--- config.mk ---
export PLATFORM = sky130hd
export DESIGN_NAME = resource_sleep_active_control
export DESIGN_NICKNAME = d
export VERILOG_FILES = /design/src/shared/rsac_pkg.sv /design/src/shared/seq_if.sv /design/src/core/sleep_sequencer.sv /design/src/core/resource_mode_mux.sv /design/src/core/resource_sleep_active_control.sv
export VERILOG_INCLUDE_DIRS = /design/src /design/src/shared
export SDC_FILE = /design/constraint.sdc
export NUM_CORES = 1
export LEC_CHECK = 0
export BUFFER_PORTS_ARGS = -buffer_cell sky130_fd_sc_hd__buf_2
export CAP_MARGIN = 20
export CORE_MARGIN = 2
export CORE_UTILIZATION = 35
export DETAILED_ROUTE_END_ITERATION = 7
export PLACE_DENSITY_LB_ADDON = 0.15
export SLEW_MARGIN = 0
export SYNTH_ARGS = -nofsm -noshare
export SYNTH_HDL_FRONTEND = slang
export SYNTH_SLANG_ARGS = --single-unit
export TNS_END_PERCENT = 10
--- constraint.sdc ---
create_clock -name clk_i -period 3.95 [get_ports clk_i]
set_input_delay 0.1975 -clock clk_i [delete_from_list [all_inputs] [get_ports clk_i]]
set_output_delay 0.1975 -clock clk_i [all_outputs]
set_load 0.05 [all_outputs]
--- src/shared/rsac_cfg.svh ---
// Constants of the resource sleep/active control block
// Assumes a 100 MHz clock and a 32-bit classic Wishbone register bus
`ifndef RSAC_CFG_SVH
`define RSAC_CFG_SVH

// ----------------------------------------------------------------------
// Sizes and timing
// ----------------------------------------------------------------------
`define NUM_RES         8
`define RES_IDX_W       3
`define CLK_PERIOD_NS   10
`define SEQ_STEP_NS     1000
`define SEQ_STEP_CYC    ((`SEQ_STEP_NS + `CLK_PERIOD_NS - 1) / `CLK_PERIOD_NS)
`define SEQ_CNT_W       16

// ----------------------------------------------------------------------
// Register byte offsets
// ----------------------------------------------------------------------
`define ADR_W           8
`define OFF_CTRL        8'h00
`define OFF_ASSIGN_SLP  8'h04
`define OFF_ASSIGN_A    8'h08
`define OFF_ASSIGN_B    8'h0C
`define OFF_STATUS      8'h10

// ----------------------------------------------------------------------
// Fields and reset values
// ----------------------------------------------------------------------
`define CTRL_MASK_BIT   0
`define CTRL_MASK_RST   1'b1
`define ASSIGN_RST      8'h00
`define MODE_RST        8'hFF
`define ST_MODE_LSB     0
`define ST_STATE_LSB    16
`define ST_PIN_SLP_BIT  24
`define ST_PIN_A_BIT    25
`define ST_PIN_B_BIT    26

`endif

--- src/shared/rsac_pkg.sv ---
// Types of the resource sleep/active control block
// Assumes rsac_cfg.svh is on the include path
package rsac_pkg;
  `include "rsac_cfg.svh"

  typedef logic [`NUM_RES-1:0] res_vec_t;

  typedef enum logic [1:0] {
    SEQ_AWAKE     = 2'b00,
    SEQ_TO_SLEEP  = 2'b01,
    SEQ_ASLEEP    = 2'b10,
    SEQ_TO_ACTIVE = 2'b11
  } seq_state_t;

  typedef enum logic [2:0] {
    REG_NONE       = 3'b000,
    REG_CTRL       = 3'b001,
    REG_ASSIGN_SLP = 3'b010,
    REG_ASSIGN_A   = 3'b011,
    REG_ASSIGN_B   = 3'b100,
    REG_STATUS     = 3'b101
  } reg_sel_t;
endpackage

--- src/shared/seq_if.sv ---
// Link between the register block and the sleep sequencer
// Assumes both ends run on the same clock
`timescale 1ns/1ns
interface seq_if;
  import rsac_pkg::*;

  res_vec_t   awake;
  seq_state_t state;
  logic       sleep_req;
  logic       hold;

  modport ctrl (output sleep_req, hold, input awake, state);
  modport seq  (input sleep_req, hold, output awake, state);
endinterface

--- src/core/sleep_sequencer.sv ---
// Power sequence controller for resources tied to the sleep request
// Assumes synchronous active-high reset and the seq_if link
`timescale 1ns/1ns
`include "rsac_cfg.svh"
module sleep_sequencer
  import rsac_pkg::*;
(
  input  wire logic clk_i,
  input  wire logic rst_i,
  seq_if.seq        sq
);

  seq_state_t              state_reg;
  logic [`RES_IDX_W-1:0]   idx_reg;
  logic [`SEQ_CNT_W-1:0]   cnt_reg;
  res_vec_t                awake_reg;
  logic                    step_done;

  localparam logic [`SEQ_CNT_W-1:0] STEP_LAST = `SEQ_CNT_W'(`SEQ_STEP_CYC - 1);
  localparam logic [`RES_IDX_W-1:0] IDX_LAST  = `RES_IDX_W'(`NUM_RES - 1);

  assign step_done = (cnt_reg == STEP_LAST);
  assign sq.state  = state_reg;
  assign sq.awake  = awake_reg;

  // ----------------------------------------------------------------------
  // Sequence state
  // ----------------------------------------------------------------------
  always_ff @(posedge clk_i) begin
    if (rst_i) begin
      state_reg <= SEQ_AWAKE;
      idx_reg   <= '0;
    end else begin
      case (state_reg)
        SEQ_AWAKE: begin
          if (!sq.hold && sq.sleep_req) begin
            state_reg <= SEQ_TO_SLEEP;
            idx_reg   <= '0;
          end
        end
        SEQ_TO_SLEEP: begin
          if (step_done) begin
            if (idx_reg == IDX_LAST) state_reg <= SEQ_ASLEEP;
            else idx_reg <= idx_reg + 1'b1;
          end
        end
        SEQ_ASLEEP: begin
          if (!sq.hold && !sq.sleep_req) begin
            state_reg <= SEQ_TO_ACTIVE;
            idx_reg   <= IDX_LAST;
          end
        end
        SEQ_TO_ACTIVE: begin
          if (step_done) begin
            if (idx_reg == '0) state_reg <= SEQ_AWAKE;
            else idx_reg <= idx_reg - 1'b1;
          end
        end
        default: state_reg <= SEQ_AWAKE;
      endcase
    end
  end

  // ----------------------------------------------------------------------
  // Step timer
  // ----------------------------------------------------------------------
  always_ff @(posedge clk_i) begin
    if (rst_i) begin
      cnt_reg <= '0;
    end else if ((state_reg == SEQ_TO_SLEEP) || (state_reg == SEQ_TO_ACTIVE)) begin
      cnt_reg <= step_done ? '0 : cnt_reg + 1'b1;
    end else begin
      cnt_reg <= '0;
    end
  end

  // ----------------------------------------------------------------------
  // Sequenced resource modes, one resource per step
  // ----------------------------------------------------------------------
  always_ff @(posedge clk_i) begin
    if (rst_i) begin
      awake_reg <= `MODE_RST;
    end else if (step_done && (state_reg == SEQ_TO_SLEEP)) begin
      awake_reg[idx_reg] <= 1'b0;
    end else if (step_done && (state_reg == SEQ_TO_ACTIVE)) begin
      awake_reg[idx_reg] <= 1'b1;
    end
  end

endmodule // sleep_sequencer

--- src/core/resource_mode_mux.sv ---
// Per-resource mode selection from the three pin assignments
// Assumes the sequenced modes come from sleep_sequencer
`timescale 1ns/1ns
`include "rsac_cfg.svh"
module resource_mode_mux
  import rsac_pkg::*;
(
  input  wire logic     clk_i,
  input  wire logic     rst_i,
  input  wire res_vec_t assign_slp_i,
  input  wire res_vec_t assign_a_i,
  input  wire res_vec_t assign_b_i,
  input  wire logic     pin_a_i,
  input  wire logic     pin_b_i,
  input  wire res_vec_t seq_awake_i,
  output res_vec_t      mode_o
);

  res_vec_t mode_reg;

  assign mode_o = mode_reg;

  // ----------------------------------------------------------------------
  // One mode flop per resource; 1 is ACTIVE, 0 is SLEEP
  // ----------------------------------------------------------------------
  for (genvar i = 0; i < `NUM_RES; i++) begin : g_res
    always_ff @(posedge clk_i) begin
      if (rst_i) begin
        mode_reg[i] <= 1'b1;
      end else if (!(assign_slp_i[i] | assign_a_i[i] | assign_b_i[i])) begin
        mode_reg[i] <= 1'b1;
      end else begin
        mode_reg[i] <= (assign_a_i[i] & pin_a_i)
                     | (assign_b_i[i] & pin_b_i)
                     | (assign_slp_i[i] & seq_awake_i[i]);
      end
    end
  end

endmodule // resource_mode_mux

--- src/core/resource_sleep_active_control.sv ---
// Resource sleep/active control: registers, sequencer and mode selection
// Assumes a classic Wishbone master and pins synchronous to clk_i
//
// What this block does
// Sleep pin is an active-low level request, maskable, mask set after reset.
// Sleep-pin resources change mode through the sequenced sleep or wake steps.
// Any resource can be tied to either direct pin and follow it.
// A direct pin change switches its resources at once, ignoring the sequencer.
// Each resource has assignment bits for sleep pin, pin a and pin b.
// A resource tied to no pin stays ACTIVE whatever the pins do.
// While masked, the sleep pin starts no sequence; a sequence already running still runs to its end.
//
// Decided for this implementation: the Wishbone slave port and the register addresses.
`timescale 1ns/1ns
`include "rsac_cfg.svh"
module resource_sleep_active_control
  import rsac_pkg::*;
(
  input  wire logic              clk_i,
  input  wire logic              rst_i,
  input  wire logic              cyc_i,
  input  wire logic              stb_i,
  input  wire logic              we_i,
  input  wire logic [`ADR_W-1:0] adr_i,
  input  wire logic [31:0]       dat_i,
  input  wire logic [3:0]        sel_i,
  output logic [31:0]            dat_o,
  output logic                   ack_o,
  input  wire logic              sleep_request_pin_n_i,
  input  wire logic              direct_mode_pin_a_i,
  input  wire logic              direct_mode_pin_b_i,
  output res_vec_t               resource_mode_o,
  output logic                   seq_busy_o
);

  // ----------------------------------------------------------------------
  // Declarations
  // ----------------------------------------------------------------------
  logic        ack_reg;
  logic [31:0] dat_reg;
  logic [31:0] dat_next;
  logic        mask_reg;
  res_vec_t    assign_slp_reg;
  res_vec_t    assign_a_reg;
  res_vec_t    assign_b_reg;
  res_vec_t    mode_w;
  logic        wr_en;
  logic        rd_en;
  reg_sel_t    wr_sel;
  reg_sel_t    rd_sel;

  seq_if sq ();

  // ----------------------------------------------------------------------
  // Address decode
  // ----------------------------------------------------------------------
  function automatic reg_sel_t decode_reg(input logic [`ADR_W-1:0] adr);
    case (adr)
      `OFF_CTRL:       decode_reg = REG_CTRL;
      `OFF_ASSIGN_SLP: decode_reg = REG_ASSIGN_SLP;
      `OFF_ASSIGN_A:   decode_reg = REG_ASSIGN_A;
      `OFF_ASSIGN_B:   decode_reg = REG_ASSIGN_B;
      `OFF_STATUS:     decode_reg = REG_STATUS;
      default:         decode_reg = REG_NONE;
    endcase
  endfunction

  assign wr_sel = decode_reg(adr_i);
  assign rd_sel = decode_reg(adr_i);

  // ----------------------------------------------------------------------
  // Wishbone handshake
  // ----------------------------------------------------------------------
  // Ack rises one cycle after the request and drops the cycle after.
  // Writes land on the edge at which the master samples ack.
  assign wr_en = cyc_i & stb_i & we_i & ack_reg;
  assign rd_en = cyc_i & stb_i & ~we_i & ~ack_reg;

  always_ff @(posedge clk_i) begin
    if (rst_i) begin
      ack_reg <= 1'b0;
    end else begin
      ack_reg <= cyc_i & stb_i & ~ack_reg;
    end
  end

  assign ack_o = ack_reg;

  // ----------------------------------------------------------------------
  // Control register: sleep request mask
  // ----------------------------------------------------------------------
  always_ff @(posedge clk_i) begin
    if (rst_i) begin
      mask_reg <= `CTRL_MASK_RST;
    end else if (wr_en && (wr_sel == REG_CTRL) && sel_i[0]) begin
      mask_reg <= dat_i[`CTRL_MASK_BIT];
    end
  end

  // ----------------------------------------------------------------------
  // Assignment registers
  // ----------------------------------------------------------------------
  always_ff @(posedge clk_i) begin
    if (rst_i) begin
      assign_slp_reg <= `ASSIGN_RST;
    end else if (wr_en && (wr_sel == REG_ASSIGN_SLP) && sel_i[0]) begin
      assign_slp_reg <= dat_i[`NUM_RES-1:0];
    end
  end

  always_ff @(posedge clk_i) begin
    if (rst_i) begin
      assign_a_reg <= `ASSIGN_RST;
    end else if (wr_en && (wr_sel == REG_ASSIGN_A) && sel_i[0]) begin
      assign_a_reg <= dat_i[`NUM_RES-1:0];
    end
  end

  always_ff @(posedge clk_i) begin
    if (rst_i) begin
      assign_b_reg <= `ASSIGN_RST;
    end else if (wr_en && (wr_sel == REG_ASSIGN_B) && sel_i[0]) begin
      assign_b_reg <= dat_i[`NUM_RES-1:0];
    end
  end

  // ----------------------------------------------------------------------
  // Read data
  // ----------------------------------------------------------------------
  always_comb begin
    dat_next = 32'h0000_0000;
    case (rd_sel)
      REG_CTRL: begin
        dat_next[`CTRL_MASK_BIT] = mask_reg;
      end
      REG_ASSIGN_SLP: begin
        dat_next[`NUM_RES-1:0] = assign_slp_reg;
      end
      REG_ASSIGN_A: begin
        dat_next[`NUM_RES-1:0] = assign_a_reg;
      end
      REG_ASSIGN_B: begin
        dat_next[`NUM_RES-1:0] = assign_b_reg;
      end
      REG_STATUS: begin
        dat_next[`ST_MODE_LSB +: `NUM_RES] = mode_w;
        dat_next[`ST_STATE_LSB +: 2]      = sq.state;
        dat_next[`ST_PIN_SLP_BIT]         = sleep_request_pin_n_i;
        dat_next[`ST_PIN_A_BIT]           = direct_mode_pin_a_i;
        dat_next[`ST_PIN_B_BIT]           = direct_mode_pin_b_i;
      end
      default: begin
        dat_next = 32'h0000_0000;
      end
    endcase
  end

  always_ff @(posedge clk_i) begin
    if (rst_i) begin
      dat_reg <= 32'h0000_0000;
    end else if (rd_en) begin
      dat_reg <= dat_next;
    end
  end

  assign dat_o = dat_reg;

  // ----------------------------------------------------------------------
  // Sleep request towards the sequencer
  // ----------------------------------------------------------------------
  // Low pin level is a request; the mask freezes the sequencer's decision.
  assign sq.sleep_req = ~sleep_request_pin_n_i;
  assign sq.hold      = mask_reg;

  sleep_sequencer u_seq (
    .clk_i (clk_i),
    .rst_i (rst_i),
    .sq    (sq.seq)
  );

  // ----------------------------------------------------------------------
  // Resource modes
  // ----------------------------------------------------------------------
  resource_mode_mux u_mux (
    .clk_i        (clk_i),
    .rst_i        (rst_i),
    .assign_slp_i (assign_slp_reg),
    .assign_a_i   (assign_a_reg),
    .assign_b_i   (assign_b_reg),
    .pin_a_i      (direct_mode_pin_a_i),
    .pin_b_i      (direct_mode_pin_b_i),
    .seq_awake_i  (sq.awake),
    .mode_o       (mode_w)
  );

  assign resource_mode_o = mode_w;
  assign seq_busy_o      = (sq.state == SEQ_TO_SLEEP) || (sq.state == SEQ_TO_ACTIVE);

endmodule // resource_sleep_active_control

==> results.sh <==
export IMPL_outcome="finished, violations left"
export IMPL_violations="DRC"
export IMPL_antenna_found_initial=0
export IMPL_synth_edf_count=0
export IMPL_grt_pass1_vias=2883
export IMPL_drtIter0Drc=168
export IMPL_cts_tree="done"
export IMPL_synth_largest_area_cell="dfxtp_1"
export IMPL_fillers=1052
export IMPL_grt_total_usage_pct=16.3
export IMPL_grt_pass1_wl_um=14600
export IMPL_die_w_um=107
export IMPL_finalSetupViolCount=0
export IMPL_async_flop_share_pct=0
export IMPL_seq_area_frac_synth_pct=40.9
export IMPL_syn_inst=416
export IMPL_synth_area_top_cells="dfxtp_1 41%, mux2i_1 8.3%, nand2_1 4.3%"
export IMPL_worstMarginPinSlew_ns=1.01
export IMPL_dp_hpwl_um=6220
export IMPL_antenna_cells=0
export IMPL_synth_seq_cells=76
export IMPL_required_ns=4.15
export IMPL_yosys_area_top_type_share_pct=40.9
export IMPL_clkSlewWorstSetupHoldPaths_ns=0.07
export IMPL_drc=2
export IMPL_io_pins=94
export IMPL_fin_area_sq_mm=0.00410
export IMPL_synthAdderAreaFrac_pct=2.56
export IMPL_startpoint_type="flop"
export IMPL_clk_path_buf_depth=2
export IMPL_drt_wl_total_um=9000
export IMPL_crit_fanout=16
export IMPL_cts_resized=0
export IMPL_synth_simple_gate_area_share_pct=19.4
export IMPL_arrival_ns=2.53
export IMPL_post_cts_repair_setup_buffers=0
export IMPL_yosysWarnings=0
export IMPL_hold_viol=0
export IMPL_final_nets=508
export IMPL_relSlewSlack_pct=32.8
export IMPL_p_per_area_mw_per_mm2=380
export IMPL_grt_max_degree=39
export IMPL_grt_ovfl_total=0
export IMPL_die_y_um=107
export IMPL_rsz0062_at_grt="false"
export IMPL_syn_area_sq_mm=0.00372
export IMPL_power_w=0.00156
export IMPL_layout_drive_gt1_share_pct=15.3
export IMPL_detail_route_antenna_nets=0
export IMPL_p_leak_nw=1.52
export IMPL_synth_mux_area_share_pct=9.25
export IMPL_layout_commonest_cell="dfxtp_1"
export IMPL_area_growth_pct=10.3
export IMPL_clock_sinks=76
export IMPL_fin_tns_setup_ns=0
export IMPL_fin_ws_ns=1.62
export IMPL_dieArea_sq_mm=0.0115
export IMPL_numCtsBuffers=9
export IMPL_max_vdd_ir_drop_mv=0.135
export IMPL_clkLatencyLatePin_ns=0.34
export IMPL_holdBufCountCts=0
export IMPL_max_cap_violations=0
export IMPL_ys_types=49
export IMPL_synth_top_family_by_area="simple AND/OR/NAND/NOR gates"
export IMPL_synthFlopType="dfxtp_1"
export IMPL_syn_area_per_cell_sq_um=8.94
export IMPL_layout_min_cycle_time_ns=2.33
export IMPL_num_vias=3088
export IMPL_gp_congestion=0.756
export IMPL_hp_class="input port to flop"
export IMPL_fin_skew_ns=0.00930
export IMPL_ctsRootBufferMaster="clkbuf_8"
export IMPL_drv_slew=0
export IMPL_dpl_cell_area_sq_mm=0.00395
export IMPL_critPathKind="flop to flop"
export IMPL_dp_worst_setup_slack_ns=1.31
export IMPL_drt_wirelength_per_cell_um=15.3
export IMPL_synthXorXnorAreaFrac_pct=3.30
export IMPL_synth_compound_area_share_pct=16.9
export IMPL_start_util_pct=36.0
export IMPL_detail_route_vias_per_cell=5.25
export IMPL_fmax_mhz=430
export IMPL_crit_path_end_kind="flop"
export IMPL_firstDrtPassIters=6
export IMPL_cts_htree_levels=3
export IMPL_fin_crit_sh_pct=58.9
export IMPL_portBuffers=47
export IMPL_core_sq_mm=0.0103
export IMPL_layout_common_cells="76 x dfxtp_1, 47 x buf_2, 43 x nand2_1"
export IMPL_rows=37
-- stage by stage --
| step | instances | util (%) | hold slack, ns |
|---|---|---|---|
| after global placement | 574 | 38.2 | 0.437 |
| after detailed placement | 574 | 38.2 | 0.446 |
| after floorplan | 434 | - | 0.345 |
| final | 588 | 39.7 | 0.116 |
| after CTS | 588 | 39.7 | 0.102 |
| after global routing | 588 | 39.7 | 0.103 |
-- report_power, final --
group          switching [W]  internal (W)  total, W
Combinational       0.000191     0.0000694  0.000260
Sequential         0.0000156      0.000774  0.000790
Clock               0.000272      0.000236  0.000508
-- cell usage after synthesis (4+ instances only) --
library cell,n
nand3_1,18
dfxtp_1,76
xnor2_1,7
a21oi_1,22
nand4_1,6
nor3_1,9
o22a_1,8
nand2_1,43
o311ai_0,8
nor4_1,4
nor2_1,29
or3_1,4
inv_1,9
a41oi_1,4
xor2_1,7
ha_1,6
o21ai_0,20
clkbuf_1,19
buf_4,19
mux2i_1,31
nor2b_1,4
a22oi_1,20
-- area by class of cell --
class	count	area (sq um)	share of cell area, %
Multi-Input combinational cell	306	1990	48.4
Sequential cell	76	1520	37.1
Timing Repair Buffer	47	235	5.73
Tap cell	136	170	4.15
Clock buffer	11	141	3.45
Inverter	9	33.8	0.823
Clock inverter	3	15.0	0.366
-- cell families (layout without fill, tap and decap cells) --
logic type      Yosys count  after routing
other cells               1             19
flops                    76             76
compound gates           93             93
simple gates            140            140
buf+inv                  52             70
fa+ha+maj                 7              7
xor+xnor                 14             14
mux                      33             33
-- layer usage --
layer,vias up,global-route usage (%),part of all wire [%]
li1,1544,-,-
met1,1454,22.6,50
met2,78,24.3,44
met3,12,4.38,5.0
met4,0,5.75,1.4
met5,-,0,0
-- worst paths after layout --
check / cells after the start / end / slack [ns] / from
setup reg to reg: 5 / u_seq.cnt_reg[9]$_SDFF_PP0_ / 1.62 / u_seq.cnt_reg[0]$_SDFF_PP0_
hold reg to reg: 2 / dat_o[2]$_SDFFE_PP0P_ / 0.45 / dat_o[2]$_SDFFE_PP0P_
hold / removal: 3 / assign_slp_reg[7]$_SDFFE_PP0P_ / 0.12 / dat_i[7]
setup / recovery: 5 / u_seq.cnt_reg[9]$_SDFF_PP0_ / 1.62 / u_seq.cnt_reg[0]$_SDFF_PP0_
-- worst max-delay path, stage by stage, from the launching register on --
cell and delay [ns]:
dfxtp_1 0.37, ha_1 0.23, nor4b_1 0.46, and4_1 0.50
or3_1 0.52, nor2_1 0.11
Note: power is estimated with default switching activity, not from simulation.
